===== src/rtl/fcs_regs.svh =====
// Instruction codes, status bit positions and serial framing constants.
`ifndef FCS_REGS_SVH
`define FCS_REGS_SVH

// ========================================================
// Instruction bytes
`define FCS_OP_SUSPEND 8'h75
`define FCS_OP_SUSPEND_ALT1 8'h85
`define FCS_OP_SUSPEND_ALT2 8'hB0
`define FCS_OP_RESUME 8'h7A
`define FCS_OP_RESUME_ALT1 8'h8A
`define FCS_OP_RESUME_OR_CLEAR 8'h30
`define FCS_OP_CLEAR_STATUS 8'h82
`define FCS_OP_STATUS_READ 8'h05
`define FCS_OP_READ_ANY_REG 8'h65
`define FCS_OP_WRITE_ENABLE 8'h06
`define FCS_OP_WRITE_DISABLE 8'h04
`define FCS_OP_WRITE_REGS 8'h01
`define FCS_OP_SOFT_RESET_EN 8'h66
`define FCS_OP_SOFT_RESET 8'h99
`define FCS_OP_LEGACY_RESET 8'hF0
`define FCS_OP_ENTER_SLEEP 8'hB9
`define FCS_OP_RELEASE_SLEEP 8'hAB
`define FCS_OP_OTP_PROG 8'h42
`define FCS_OP_OTP_READ 8'h4B
`define FCS_OP_DYNP_RD 8'hFA
`define FCS_OP_DYNP_RD4 8'hE0
`define FCS_OP_DYNP_WR 8'hFB
`define FCS_OP_DYNP_WR4 8'hE1
`define FCS_OP_PERSP_RD 8'hFC
`define FCS_OP_PERSP_RD4 8'hE2
`define FCS_OP_PERSP_PROG 8'hFD
`define FCS_OP_PERSP_PROG4 8'hE3
`define FCS_OP_PERSP_ERASE 8'hE4
`define FCS_OP_SPROT_RD 8'h2B
`define FCS_OP_SPROT_PROG 8'h2F
`define FCS_OP_LOCK_RD 8'hA7
`define FCS_OP_LOCK_WR 8'hA6
`define FCS_OP_PASS_RD 8'hE7
`define FCS_OP_PASS_PROG 8'hE8
`define FCS_OP_PASS_UNLOCK 8'hE9

// ========================================================
// Volatile status one bit positions and framing
`define FCS_SR_BUSY 0
`define FCS_SR_WLATCH 1
`define FCS_SR_EERR 5
`define FCS_SR_PERR 6
`define FCS_LAST_BIT 3'h7
`define FCS_LAST_ADDR 2'h2
`define FCS_BYTE_ZERO 8'h00

`endif


===== src/rtl/fcs_pkg.sv =====
// Types shared by the command and status block.
package fcs_pkg;

	// ========================================================
	// Serial frame phase.
	typedef enum logic [1:0] {PH_OPCODE, PH_ADDR, PH_DATA_OUT, PH_IGNORE
	} fcs_phase_t;

	// ========================================================
	// Class of a command handed to the array engine.
	typedef enum logic [3:0] {K_OTHER, K_SUSPEND, K_RESUME, K_OTP_PROG,
		K_OTP_READ, K_DYNP, K_PERSP, K_LOCK, K_SPROT, K_PASSWORD, K_REG_WRITE
	} fcs_kind_t;

	typedef struct packed {
		logic valid;
		fcs_kind_t kind;
		logic [7:0] code;
	} fcs_cmd_t;

	typedef struct packed {
		logic busy_flag;
		logic write_enable_latch;
		logic prog_err;
		logic erase_err;
		logic suspended;
		logic deep_power_down;
	} fcs_status_t;

endpackage


===== src/rtl/fcs_sync.sv =====
// Two-flop synchroniser for pin inputs.
`timescale 1ns/100ps
module fcs_sync #(
	parameter int W = 1,
	parameter logic [W-1:0] RST_VAL = '0
) (
	// Clock and reset.
	input wire logic mclk,
	input wire logic reset_n,
	// Asynchronous in, synchronous out.
	input wire logic [W-1:0] din,
	output logic [W-1:0] dout
);
	logic [W-1:0] meta_q;

	// The first stage is read only by the second, to let metastability settle.
	always_ff @(posedge mclk or negedge reset_n) begin
		if (!reset_n) begin
			meta_q <= RST_VAL;
			dout <= RST_VAL;
		end else begin
			meta_q <= din;
			dout <= meta_q;
		end
	end
endmodule


===== src/rtl/fcs_ctrl.sv =====
// Serial command decode, suspend, error and power-down control.
//
// How it works
// - Bytes 75, 85 and B0 request suspend of a running erase or program.
// - Bytes 7A and 8A resume a suspended operation; no address follows.
// - Byte 30 resumes unless configured as clear-status or an error flag is set.
// - B9 enters deep power-down, AB leaves it.
// - Register writes start one automatic erase-and-program operation.
// - Busy flag reported via status read 05 or read-any-register 65.
// - Program or erase failure sets its own sticky error flag.
// - Any error flag forces busy and refuses most commands.
// - In error only 05, 65, 30, 82, 66, 99, F0 are accepted.
// - Clear-status clears errors, so busy again follows the engine; write-disable clears the latch.
// - Hardware or software reset also clears the error state.
// - Busy flag is status bit 0; zero means idle.
// - Power-down entered only when idle; then only AB is obeyed.
`timescale 1ns/100ps
`include "fcs_regs.svh"
module fcs_ctrl (
	// Clock and reset.
	input wire logic mclk,
	input wire logic reset_n,
	// Serial link pins.
	input wire logic sck,
	input wire logic cs_n,
	input wire logic si,
	output logic so,
	output logic so_oe,
	// Array engine handshake.
	input wire logic op_busy,
	input wire logic prog_fail,
	input wire logic erase_fail,
	input wire logic cfg_30_clear,
	output fcs_pkg::fcs_cmd_t cmd,
	// Status view.
	output fcs_pkg::fcs_status_t status
);
	logic s_sck, s_cs_n, s_si, sck_prev_q, rise, fall;
	logic [7:0] sh_q, opc, out_sh_q;
	logic [2:0] bit_q;
	logic [1:0] addr_q;
	logic byte_done, exec, err, accept, is_clear, is_resume, is_suspend;
	logic is_soft_reset, rst_arm_q, perr_q, eerr_q, busy_q, wlatch_q;
	logic susp_q, sleep_q, so_q, so_oe_q, local_op;
	fcs_pkg::fcs_phase_t phase_q;
	fcs_pkg::fcs_cmd_t cmd_q;

	// ========================================================
	// Pin sampling: SCK is slow enough to find its edges at mclk.
	fcs_sync #(.W(3), .RST_VAL(3'h4)) u_sync (
		.mclk(mclk),
		.reset_n(reset_n),
		.din({cs_n, sck, si}),
		.dout({s_cs_n, s_sck, s_si})
	);

	always_ff @(posedge mclk or negedge reset_n) begin
		if (!reset_n) begin
			sck_prev_q <= 1'b0;
		end else begin
			sck_prev_q <= s_sck;
		end
	end

	assign rise = s_sck & ~sck_prev_q & ~s_cs_n;
	assign fall = ~s_sck & sck_prev_q & ~s_cs_n;
	assign byte_done = rise && (bit_q == `FCS_LAST_BIT);
	assign opc = {sh_q[6:0], s_si};
	assign exec = byte_done && (phase_q == fcs_pkg::PH_OPCODE);

	// ========================================================
	// Command classes.
	function automatic fcs_pkg::fcs_kind_t kind_of(input logic [7:0] c);
		fcs_pkg::fcs_kind_t k;
		k = fcs_pkg::K_OTHER;
		case (c)
			`FCS_OP_OTP_PROG: k = fcs_pkg::K_OTP_PROG;
			`FCS_OP_OTP_READ: k = fcs_pkg::K_OTP_READ;
			`FCS_OP_DYNP_RD, `FCS_OP_DYNP_RD4, `FCS_OP_DYNP_WR,
			`FCS_OP_DYNP_WR4: k = fcs_pkg::K_DYNP;
			`FCS_OP_PERSP_RD, `FCS_OP_PERSP_RD4, `FCS_OP_PERSP_PROG,
			`FCS_OP_PERSP_PROG4,
			`FCS_OP_PERSP_ERASE: k = fcs_pkg::K_PERSP;
			`FCS_OP_LOCK_RD, `FCS_OP_LOCK_WR: k = fcs_pkg::K_LOCK;
			`FCS_OP_SPROT_RD, `FCS_OP_SPROT_PROG: k = fcs_pkg::K_SPROT;
			`FCS_OP_PASS_RD, `FCS_OP_PASS_PROG,
			`FCS_OP_PASS_UNLOCK: k = fcs_pkg::K_PASSWORD;
			`FCS_OP_WRITE_REGS: k = fcs_pkg::K_REG_WRITE;
			default: k = fcs_pkg::K_OTHER;
		endcase
		return k;
	endfunction

	// Byte 30 is clear-status when configured so or when in error.
	assign err = perr_q | eerr_q;
	assign is_clear = (opc == `FCS_OP_CLEAR_STATUS) ||
		((opc == `FCS_OP_RESUME_OR_CLEAR) && (cfg_30_clear || err));
	assign is_resume = (opc == `FCS_OP_RESUME) || (opc == `FCS_OP_RESUME_ALT1)
		|| ((opc == `FCS_OP_RESUME_OR_CLEAR) && !is_clear);
	assign is_suspend = (opc == `FCS_OP_SUSPEND) ||
		(opc == `FCS_OP_SUSPEND_ALT1) || (opc == `FCS_OP_SUSPEND_ALT2);
	assign is_soft_reset = (opc == `FCS_OP_LEGACY_RESET) ||
		((opc == `FCS_OP_SOFT_RESET) && rst_arm_q);

	// Power-down admits only release; the error state a short list.
	always_comb begin
		if (sleep_q) begin
			accept = (opc == `FCS_OP_RELEASE_SLEEP);
		end else if (err) begin
			accept = (opc == `FCS_OP_STATUS_READ) ||
				(opc == `FCS_OP_READ_ANY_REG) || is_clear ||
				(opc == `FCS_OP_SOFT_RESET_EN) ||
				(opc == `FCS_OP_SOFT_RESET) ||
				(opc == `FCS_OP_LEGACY_RESET);
		end else begin
			accept = 1'b1;
		end
	end

	// Ops handled here, other than suspend and resume, never reach the array engine.
	assign local_op = is_clear || (opc == `FCS_OP_STATUS_READ) ||
		(opc == `FCS_OP_READ_ANY_REG) || (opc == `FCS_OP_WRITE_ENABLE) ||
		(opc == `FCS_OP_WRITE_DISABLE) || (opc == `FCS_OP_SOFT_RESET_EN) ||
		(opc == `FCS_OP_SOFT_RESET) || (opc == `FCS_OP_LEGACY_RESET) ||
		(opc == `FCS_OP_ENTER_SLEEP) || (opc == `FCS_OP_RELEASE_SLEEP) ||
		is_suspend || is_resume;

	// ========================================================
	// Shift register and frame phase; CS high restarts the frame.
	always_ff @(posedge mclk or negedge reset_n) begin
		if (!reset_n) begin
			sh_q <= `FCS_BYTE_ZERO;
			bit_q <= '0;
			addr_q <= '0;
			phase_q <= fcs_pkg::PH_OPCODE;
		end else if (s_cs_n) begin
			bit_q <= '0;
			addr_q <= '0;
			phase_q <= fcs_pkg::PH_OPCODE;
		end else if (rise) begin
			sh_q <= opc;
			bit_q <= bit_q + 3'h1;
			if (byte_done) begin
				unique case (phase_q)
					fcs_pkg::PH_OPCODE: begin
						if (accept && opc == `FCS_OP_STATUS_READ) begin
							phase_q <= fcs_pkg::PH_DATA_OUT;
						end else if (accept && opc == `FCS_OP_READ_ANY_REG) begin
							phase_q <= fcs_pkg::PH_ADDR;
						end else begin
							phase_q <= fcs_pkg::PH_IGNORE;
						end
					end
					fcs_pkg::PH_ADDR: begin
						addr_q <= addr_q + 2'h1;
						if (addr_q == `FCS_LAST_ADDR) begin
							phase_q <= fcs_pkg::PH_DATA_OUT;
						end
					end
					fcs_pkg::PH_DATA_OUT: phase_q <= fcs_pkg::PH_DATA_OUT;
					fcs_pkg::PH_IGNORE: phase_q <= fcs_pkg::PH_IGNORE;
				endcase
			end
		end
	end

	// ========================================================
	// Error flags: a failure in the clearing cycle still sets the flag.
	always_ff @(posedge mclk or negedge reset_n) begin
		if (!reset_n) begin
			perr_q <= 1'b0;
			eerr_q <= 1'b0;
		end else begin
			if (exec && accept && (is_clear || is_soft_reset)) begin
				perr_q <= 1'b0;
				eerr_q <= 1'b0;
			end
			if (prog_fail) begin
				perr_q <= 1'b1;
			end
			if (erase_fail) begin
				eerr_q <= 1'b1;
			end
		end
	end

	// Busy follows the engine, held high by any error flag.
	always_ff @(posedge mclk or negedge reset_n) begin
		if (!reset_n) begin
			busy_q <= 1'b0;
		end else begin
			busy_q <= op_busy | perr_q | eerr_q;
		end
	end

	// Write-enable latch; write-disable is refused until errors clear.
	always_ff @(posedge mclk or negedge reset_n) begin
		if (!reset_n) begin
			wlatch_q <= 1'b0;
		end else if (exec && accept) begin
			if (opc == `FCS_OP_WRITE_ENABLE) begin
				wlatch_q <= 1'b1;
			end else if (opc == `FCS_OP_WRITE_DISABLE || is_soft_reset) begin
				wlatch_q <= 1'b0;
			end
		end
	end

	// Reset-enable arms only the very next instruction.
	always_ff @(posedge mclk or negedge reset_n) begin
		if (!reset_n) begin
			rst_arm_q <= 1'b0;
		end else if (exec) begin
			rst_arm_q <= accept && (opc == `FCS_OP_SOFT_RESET_EN);
		end
	end

	// Suspend state and deep power-down.
	always_ff @(posedge mclk or negedge reset_n) begin
		if (!reset_n) begin
			susp_q <= 1'b0;
			sleep_q <= 1'b0;
		end else if (exec && accept) begin
			if (is_suspend && op_busy) begin
				susp_q <= 1'b1;
			end else if (is_resume || is_soft_reset) begin
				susp_q <= 1'b0;
			end
			if (opc == `FCS_OP_ENTER_SLEEP && !busy_q) begin
				sleep_q <= 1'b1;
			end else if (opc == `FCS_OP_RELEASE_SLEEP) begin
				sleep_q <= 1'b0;
			end
		end
	end

	// Commands for the array engine, one mclk pulse each.
	always_ff @(posedge mclk or negedge reset_n) begin
		if (!reset_n) begin
			cmd_q <= '0;
		end else begin
			cmd_q.valid <= 1'b0;
			if (exec && accept) begin
				cmd_q.code <= opc;
				if (is_suspend) begin
					cmd_q.valid <= op_busy && !susp_q;
					cmd_q.kind <= fcs_pkg::K_SUSPEND;
				end else if (is_resume) begin
					cmd_q.valid <= susp_q;
					cmd_q.kind <= fcs_pkg::K_RESUME;
				end else begin
					cmd_q.valid <= !local_op;
					cmd_q.kind <= kind_of(opc);
				end
			end
		end
	end

	// ========================================================
	// Status byte out, MSB first on SCK falls; it repeats while CS stays low.
	always_ff @(posedge mclk or negedge reset_n) begin
		if (!reset_n) begin
			out_sh_q <= `FCS_BYTE_ZERO;
			so_q <= 1'b0;
			so_oe_q <= 1'b0;
		end else begin
			so_oe_q <= !s_cs_n && (phase_q == fcs_pkg::PH_DATA_OUT);
			if (byte_done && phase_q != fcs_pkg::PH_DATA_OUT) begin
				out_sh_q <= `FCS_BYTE_ZERO;
				out_sh_q[`FCS_SR_BUSY] <= busy_q;
				out_sh_q[`FCS_SR_WLATCH] <= wlatch_q;
				out_sh_q[`FCS_SR_EERR] <= eerr_q;
				out_sh_q[`FCS_SR_PERR] <= perr_q;
			end else if (fall && phase_q == fcs_pkg::PH_DATA_OUT) begin
				so_q <= out_sh_q[7];
				out_sh_q <= {out_sh_q[6:0], out_sh_q[7]};
			end
		end
	end

	assign so = so_q;
	assign so_oe = so_oe_q;
	assign cmd = cmd_q;
	assign status = '{busy_flag: busy_q, write_enable_latch: wlatch_q,
		prog_err: perr_q, erase_err: eerr_q, suspended: susp_q,
		deep_power_down: sleep_q};

	// ========================================================
	// Checks.
	busy_in_err_a: assert property (@(posedge mclk)
		disable iff (!reset_n) err |=> busy_q)
		else $error("busy low with error set");
	err_set_a: assert property (@(posedge mclk)
		disable iff (!reset_n) prog_fail |=> perr_q)
		else $error("program error not set");
	erase_set_a: assert property (@(posedge mclk)
		disable iff (!reset_n) erase_fail |=> eerr_q)
		else $error("erase error not set");
	// Only a taken clear or software reset may drop a set error flag.
	err_sticky_a: assert property (@(posedge mclk)
		disable iff (!reset_n)
		err && !(exec && accept && (is_clear || is_soft_reset)) |=> err)
		else $error("error flag not held");
	sleep_hold_a: assert property (@(posedge mclk)
		disable iff (!reset_n)
		sleep_q && exec && opc != `FCS_OP_RELEASE_SLEEP |=> sleep_q)
		else $error("power-down left without release");
	sleep_busy_a: assert property (@(posedge mclk)
		disable iff (!reset_n)
		!sleep_q && busy_q && exec && opc == `FCS_OP_ENTER_SLEEP
		|=> !sleep_q) else $error("power-down entered while busy");
	clear_err_a: assert property (@(posedge mclk)
		disable iff (!reset_n)
		exec && accept && is_clear && !prog_fail && !erase_fail
		|=> !perr_q && !eerr_q ##1 busy_q == $past(op_busy))
		else $error("clear-status failed");
	err_refuse_a: assert property (@(posedge mclk)
		disable iff (!reset_n) err && exec &&
		(opc == `FCS_OP_WRITE_ENABLE || opc == `FCS_OP_WRITE_DISABLE)
		|=> $stable(wlatch_q) && !cmd_q.valid)
		else $error("command taken in error");
	suspend_go_a: assert property (@(posedge mclk)
		disable iff (!reset_n)
		exec && accept && is_suspend && op_busy && !susp_q
		|=> susp_q && cmd_q.valid && cmd_q.kind == fcs_pkg::K_SUSPEND)
		else $error("suspend not issued");
	resume_go_a: assert property (@(posedge mclk)
		disable iff (!reset_n)
		exec && accept && is_resume && susp_q
		|=> !susp_q && cmd_q.valid && cmd_q.kind == fcs_pkg::K_RESUME)
		else $error("resume not issued");
	soft_reset_a: assert property (@(posedge mclk)
		disable iff (!reset_n)
		exec && accept && is_soft_reset && !prog_fail && !erase_fail
		|=> !err && !wlatch_q && !susp_q)
		else $error("software reset left error state");
	reg_write_a: assert property (@(posedge mclk)
		disable iff (!reset_n)
		exec && !sleep_q && !err && opc == `FCS_OP_WRITE_REGS
		|=> cmd_q.valid && cmd_q.kind == fcs_pkg::K_REG_WRITE)
		else $error("register write not started");
	status_bit_a: assert property (@(posedge mclk)
		disable iff (!reset_n)
		exec && accept && opc == `FCS_OP_STATUS_READ
		|=> out_sh_q[`FCS_SR_BUSY] == $past(busy_q))
		else $error("busy bit not loaded");
endmodule


===== config.mk =====
export PLATFORM = sky130hd
export DESIGN_NAME = fcs_ctrl
export DESIGN_NICKNAME = d
export VERILOG_FILES = /design/src/rtl/fcs_pkg.sv /design/src/rtl/fcs_sync.sv /design/src/rtl/fcs_ctrl.sv
export VERILOG_INCLUDE_DIRS = /design/src /design/src/rtl
export SDC_FILE = /design/constraint.sdc
export NUM_CORES = 1
export LEC_CHECK = 0
export ABC_AREA = 1
export BUFFER_PORTS_ARGS = -buffer_cell sky130_fd_sc_hd__buf_2
export CORE_ASPECT_RATIO = 1.4
export CORE_MARGIN = 2
export CORE_UTILIZATION = 25
export DETAILED_ROUTE_END_ITERATION = 10
export SYNTH_ARGS = -nofsm -noshare
export SYNTH_HDL_FRONTEND = slang
export SYNTH_SLANG_ARGS = --single-unit

===== constraint.sdc =====
create_clock -name mclk -period 1.7 [get_ports mclk]
set_clock_uncertainty 0.15 [all_clocks]
set_input_delay 0.17 -clock mclk [delete_from_list [all_inputs] [get_ports mclk]]
set_output_delay 0.17 -clock mclk [all_outputs]
set_load 0.05 [all_outputs]

==> key figures, run 1 <==
Synthesis
  • Syn_area_per_cell: 8.35 um2
  • Syn. warnings: 0
  • Main combinational cell family by area after synthesis: simple AND/OR/NAND/NOR gates
  • Syn nets: 322
  • Flops & latches, synth: 51
  • Synth top cells by count: nand2_1, dfrtp_1, inv_1
  • Yosys top cell area share: 0.473
  • Number of synthesized flops with an enable pin: 0
  • Post-synth top area cell: dfrtp_1
  • Mux cell area share after synthesis: 0.00435
  • Post-synthesis instance area: 2590 um2
  • Synth Area in Compound Gates: 0.112
  • Simple-Gate Fraction of Synth Area: 0.286
  • Xor and xnor area share after synthesis: 0
  • Synth Instances: 310
  • Synth Flop Type: dfrtp_1
  • Post-synthesis sequential area ratio: 0.494
  • Most frequent cell after synthesis: nand2_1
  • Synth async-reset ratio: 1.00
  • Yosys cell types: 33
  • Synth area leaders: dfrtp_1, nand2_1, inv_1
  • Adder-Cell Fraction of Synth Area: 0.0145

Job
  • Max cap viols: 0

Timing
  • RSZ-0062 raised after global routing: true
  • # setup viols final: 18
  • Fin. max-slew vios: 0
  • Tcrit/Tclk final: 1.07
  • Worst hold slack: 0.195 ns
  • Worst Tran Pin Value: 0.447 ns
  • Max_slew headroom: 0.702
  • Setup WS post-layout: -0.126 ns
  • Fmax: 548 MHz
  • Post-layout min period: 1.83 ns
  • Hold Fails Final Rpt: 0

Clock tree
  • Clock sink count: 51
  • CTS Buffer Depth: 2
  • CTS tree: done
  • Worst-skew pair later-pin latency: 0.30 ns
  • Num CTS Buffers: 5
  • Clock Tree Root: clkbuf_16
  • H-tree depth: 2
  • Clock transition at the registers of the reported paths: 0.06 ns

Critical path
  • Req. time, crit path: 1.75 ns
  • Setup Crit Path Kind: flop to flop
  • Arr. time, crit path: 1.87 ns
  • Max stage delay on crit path: 0.46 ns
  • Worst setup path start: u_sync.dout[0]
  • CP startpoint kind: flop
  • Critical Path Sink Type: flop
  • Worst-path fanout max: 10
  • Slowest-stage cell, CP: dfrtp_2
  • Worst-path cell chain: inv_2 -> nand2_2 -> nor2_4 -> nand2_2 -> nand3_2 -> nor2_4 -> nand3_4 -> nand3_4 -> clkbuf_16 -> nand2_1 -> o21ai_2
  • RR Startpoint: u_sync.dout[0]

Outcome
  • Status: complete, but fails checks
  • Failing checks: negative setup slack

Power
  • Seq pwr share: 0.420
  • Sw Pwr: 1.10 mW
  • Sw Ratio: 0.316
  • PD cells: 911 nW/um2
  • Clock group share of total power: 0.304
  • Internal power: 2.38 mW
  • Leak: 1.88 nW
  • Gate power share: 0.276
  • Worst VDD drop: 0.357 mV

Cells and area
  • Layout net count: 425
  • Final instance area: 3820 um2
  • Share of post-route cells with drive strength above 1: 0.454
  • Antenna fix cells: 0
  • Synthesis-to-layout area growth: 47.5%
  • Finished Layout Cells: 552

Place
  • Post-DP Area: 3260 um2
  • GPL Wtd Cong: 0.831
  • Placed wire-length estimate: 4770 um
  • Placed cell count: 518
  • Port Buffers: 29

Detailed routing
  • DR DRC count: 0
  • Post-Route WL: 6800 um
  • Initial DRC count: 132
  • Vias: 2363
  • Drt pass-1 iters: 4
  • ANT nets after route: 0
  • Via density: 4.28
  • WL per Instance: 12.3 um

Die
  • Die Width: 90.0 um
  • Area of the core: 10200 um2
  • Rows: 44
  • Chip Height: 124 um
  • Die footprint: 11200 um2
  • I/O pins: 30
  • Starting Density: 0.253

Global routing
  • Initial antenna violation count: 0
  • All-Layer GR Usage: 0.122
  • Largest net degree at the start of global routing: 21
  • Total grt overflow: 0
  • Number of global-route vias before repair: 2350
  • Global-route wire length before repair: 10900 um

Min path
  • Hold crit path type: primary input to async pin
## path summary, 6_finish.rpt
check | end | slack, ns | cells after the start
max | cmd[6] | -0.13 | 11
max reg2reg | cmd[6] | -0.13 | 11
max in group asynchronous | sh_q[4] | 0.74 | 3
min reg2reg | u_sync.dout[0] | 0.19 | 0
min | sh_q[6] | 0.19 | 2
min in group mclk | u_sync.dout[0] | 0.20 | 0
## cell usage in the layout (no fill, tap or decap), types with 3 or more instances in the layout
cell type	synthesis	final
buf_2	0	29
o22ai_1	7	7
a21oi_1	3	3
o21ai_1	3	4
clkbuf_16	0	7
buf_4	6	61
nor3_2	1	3
o21ai_0	18	16
nor2_1	28	21
buf_12	0	3
nand2_2	4	21
o21ai_2	11	12
nor3_1	6	4
nand3_1	17	13
buf_6	2	4
nand3_2	1	4
nand2_1	85	66
dfrtp_1	49	43
nand3_4	2	3
dfrtp_2	0	6
inv_2	6	11
nand4_1	9	9
nor2_4	3	9
inv_1	30	25
dlygate4sd3_1	0	7
nor2_2	4	5
## sequential cells by signal, indices dropped and copies added, names as in the netlist, 2 cells and up
register	flops
u_sync.dout	3
sh_q	7
phase_q	2
cmd	13
bit_q	3
addr_q	2
u_sync.meta_q	3
out_sh_q	8
## metal layers
| layer | part of all wire | vias to the layer above | track usage |
|---|---|---|---|
| met3 | 0.034 | 11 | 0.0242 |
| li1 | - | 1205 | - |
| met1 | 0.41 | 1103 | 0.129 |
| met4 | 0.025 | 0 | 0.0661 |
| met2 | 0.53 | 44 | 0.223 |
| met5 | 0 | - | 0 |
## power groups by stage
stage | sequential, mW | clock [mW] | combinational [mW]
2_1_floorplan | 1.47 | 0 | 0.370
3_3_place_gp | 1.46 | 0 | 0.729
3_5_place_dp | 1.47 | 0 | 0.737
4_1_cts | 1.45 | 1.08 | 0.857
5_1_grt | 1.48 | 1.14 | 1.06
6_report | 1.46 | 1.06 | 0.962
## worst max-delay path: cells and delay by family (launching register included)
kind | cells | cell delay [ns]
simple gates | 8 | 0.76
flops | 1 | 0.46
buf+inv | 2 | 0.30
compound gates | 1 | 0.05
## final cells by class
class	count	area, um2
Clock buffer	7	143
Clock inverter	1	8.76
Fill cell	1059	6420
Inverter	38	148
Multi-Input combinational cell	211	1230
Sequential cell	51	1290
Tap cell	138	173
Timing Repair Buffer	106	828
## cells by family (layout without fill, tap and decap cells)
| kind of cell | count (synthesis) | count (layout) |
|---|---|---|
| compound gates | 46 | 46 |
| fa+ha+maj | 3 | 3 |
| buf+inv | 48 | 152 |
| flops | 51 | 51 |
| mux | 1 | 1 |
| simple gates | 161 | 161 |
## timing repair
action / 4_1_cts / 5_1_grt
gates cloned: 0 / 2
resized for setup: 33 / 22
setup buffers: 9 / 8
endpoints found under the hold margin: 20 / 0
endpoints found under the setup margin: 21 / 31
hold buffers: 7 / 0
pin swaps: 1 / 2
## per-stage QoR
stage / setup WS, ns / setup TNS (ns) / utilization / power [mW]
floorplan: -0.0231 / -0.120 / - / 1.84
global placement: -0.174 / -2.24 / 0.318 / 2.19
global route: -0.212 / -3.26 / 0.373 / 3.67
detailed placement: -0.171 / -1.87 / 0.318 / 2.20
finish: -0.126 / -1.21 / 0.373 / 3.48
CTS: -0.0386 / -0.281 / 0.355 / 3.39
(Power assumes the default switching activity.)
==> run 2, diff against run 1 <==
- TNS_END_PERCENT: default -> 1
==> key figures, run 2 (same netlist as run 1, synthesis figures left out) <==
Timing
  • Worst Tran Pin Value: 0.447 ns (about the same)
  • Tcrit/Tclk final: 1.06 (was 1.07)
  • RSZ-0062 raised after global routing: true (unchanged)
  • Fmax: 553 MHz (was 548 MHz)
  • Setup WS post-layout: -0.109 ns (was -0.126 ns)
  • # setup viols final: 21 (was 18)
  • Worst hold slack: 0.197 ns (was 0.195 ns)
  • Fin. max-slew vios: 0 (unchanged)
  • Hold Fails Final Rpt: 0 (unchanged)
  • Max_slew headroom: 0.702 (about the same)
  • Post-layout min period: 1.81 ns (was 1.83 ns)
  • Setup TNS: -1.33 ns (was -1.21 ns)

Power
  • Internal power: 2.28 mW (was 2.38 mW)
  • Sw Ratio: 0.303 (was 0.316)
  • Seq pwr share: 0.442 (was 0.420)
  • Worst VDD drop: 0.316 mV (was 0.357 mV)
  • PD cells: 916 nW/um2 (was 911 nW/um2)
  • Sw Pwr: 0.993 mW (was 1.10 mW)
  • Clock group share of total power: 0.319 (was 0.304)
  • Gate power share: 0.239 (was 0.276)
  • Leak: 1.78 nW (was 1.88 nW)

Place
  • GPL Wtd Cong: 0.831 (unchanged)
  • Placed wire-length estimate: 4770 um (unchanged)
  • Post-DP Area: 3260 um2 (unchanged)
  • Port Buffers: 29 (unchanged)

Die
  • Chip Height: 124 um (unchanged)
  • Area of the core: 10200 um2 (unchanged)
  • Starting Density: 0.253 (unchanged)
  • Die footprint: 11200 um2 (unchanged)
  • Die Width: 90.0 um (unchanged)
  • I/O pins: 30 (unchanged)
  • Rows: 44 (unchanged)

Detailed routing
  • Initial DRC count: 117 (was 132)
  • Drt pass-1 iters: 4 (unchanged)
  • ANT nets after route: 0 (unchanged)
  • Vias: 2255 (was 2363)
  • DR DRC count: 0 (unchanged)
  • Via density: 4.21 (was 4.28)
  • WL per Instance: 11.6 um (was 12.3 um)
  • Post-Route WL: 6230 um (was 6800 um)

Clock tree
  • CTS tree: done (unchanged)
  • H-tree depth: 2 (unchanged)
  • Worst-skew pair later-pin latency: 0.30 ns (about the same)
  • Clock sink count: 51 (unchanged)
  • Num CTS Buffers: 5 (unchanged)
  • Clock Tree Root: clkbuf_16 (unchanged)
  • Clock transition at the registers of the reported paths: 0.07 ns (was 0.06 ns)
  • CTS Buffer Depth: 2 (unchanged)

Cells and area
  • Leading cell type in the layout, fill and taps excluded: nand2_1 (unchanged)
  • Most frequent cells in the layout: nand2_1, buf_4, dfrtp_1, inv_1, buf_2 (was nand2_1, buf_4, dfrtp_1, buf_2, inv_1)
  • Max reg flops: 13 (unchanged)
  • Antenna fix cells: 0 (unchanged)
  • Share of post-route cells with drive strength above 1: 0.375 (was 0.454)
  • Synthesis-to-layout area growth: 38.0% (was 47.5%)
  • Layout net count: 408 (was 425)
  • Final instance area: 3570 um2 (was 3820 um2)

Job
  • Max cap viols: 0 (unchanged)

Outcome
  • Failing checks: negative setup slack (unchanged)
  • Status: complete, but fails checks (unchanged)

Critical path
  • RR Startpoint: sh_q[0] (was u_sync.dout[0])
  • Setup Crit Path Kind: flop to flop (unchanged)
  • Arr. time, crit path: 1.85 ns (was 1.87 ns)
  • Worst reg-to-reg path cell count: 9 (was 11)
  • Worst-path fanout max: 10 (unchanged)
  • Critical Path Sink Type: flop (unchanged)
  • CP startpoint kind: flop (unchanged)
  • Reg2reg end: cmd[6] (unchanged)
  • Internal reg-to-reg setup slack: -0.11 ns (was -0.13 ns)
  • Req. time, crit path: 1.74 ns (was 1.75 ns)

Global routing
  • All-Layer GR Usage: 0.118 (was 0.122)
  • Total grt overflow: 0 (unchanged)
  • Number of global-route vias before repair: 2309 (was 2350)
  • Initial antenna violation count: 0 (unchanged)
  • Largest net degree at the start of global routing: 21 (unchanged)
  • Global-route wire length before repair: 10700 um (was 10900 um)

Min path
  • Hold crit path type: primary input to async pin (unchanged)
run 2: cell count changes in the layout (fill, tap and decap cells not counted), moves of 3 or more:
cell     change
buf_4       -12
buf_6        -4
inv_2        -4
nand3_1      +3
nand2_2      -9
nand2_1     +11
inv_1        +4
nor2_4       -3
run 2: cell type report:
| class | count | area (um2) |
|---|---|---|
| Inverter | 38 | 148 |
| Fill cell | 1092 | 6670 |
| Sequential cell | 51 | 1290 |
| Clock buffer | 7 | 143 |
| Timing Repair Buffer | 89 | 668 |
| Clock inverter | 1 | 8.76 |
| Tap cell | 138 | 173 |
| Multi-Input combinational cell | 211 | 1150 |
run 2: worst max path at each step:
stage | startpoint | to | slack, ns | cells past startpoint
after global routing | sh_q[5] | cmd[6] | -0.22 | 11
after global placement | sh_q[2] | cmd[9] | -0.17 | 9
final | sh_q[0] | cmd[6] | -0.11 | 9
after detailed placement | sh_q[2] | cmd[9] | -0.17 | 9
after CTS | sh_q[4] | cmd[10] | -0.08 | 10
after floorplan | sh_q[1] | cmd[10] | -0.02 | 11
run 2: stage by stage:
step | util | worst slack [ns] | power [mW] | instances
detailed placement | 0.318 | -0.171 | 2.20 | 518
global placement | 0.318 | -0.174 | 2.19 | 518
floorplan | - | -0.0231 | 1.84 | 310
CTS | 0.344 | -0.0789 | 3.30 | 534
global route | 0.349 | -0.220 | 3.48 | 535
finish | 0.349 | -0.109 | 3.28 | 535
run 2: power groups by stage:
stage          combinational, mW  sequential (mW)  clock [mW]
2_1_floorplan              0.370             1.47           0
3_3_place_gp               0.729             1.46           0
3_5_place_dp               0.737             1.47           0
4_1_cts                    0.776             1.44        1.08
5_1_grt                    0.882             1.47        1.13
6_report                   0.784             1.45        1.04
run 2: critical path: stages (launching register included):
cell	delay, ns
dfrtp_2	0.47
nor2_2	0.16
nand2_1	0.13
nor3_2	0.19
nor2_2	0.08
nand3_4	0.07
nand3_4	0.12
clkbuf_16	0.20
nand2_1	0.07
o21ai_2	0.05
run 2: repair_timing:
action                                  in CTS  in global routing
cloned                                       0                  1
hold endpoints to repair                    20                  0
endpoints found under the setup margin      21                 31
hold buffers                                 7                  0
pin swaps                                    3                  0
resized for setup                           12                 11
setup buffers                                1                  0
run 2: routing by layer:
metal	vias to the layer above	track usage	wire length (um)
met1	1047	0.126	2560
li1	1170	-	-
met3	8	0.0242	220
met4	0	0.0597	144
met5	-	0	0
met2	30	0.217	3300
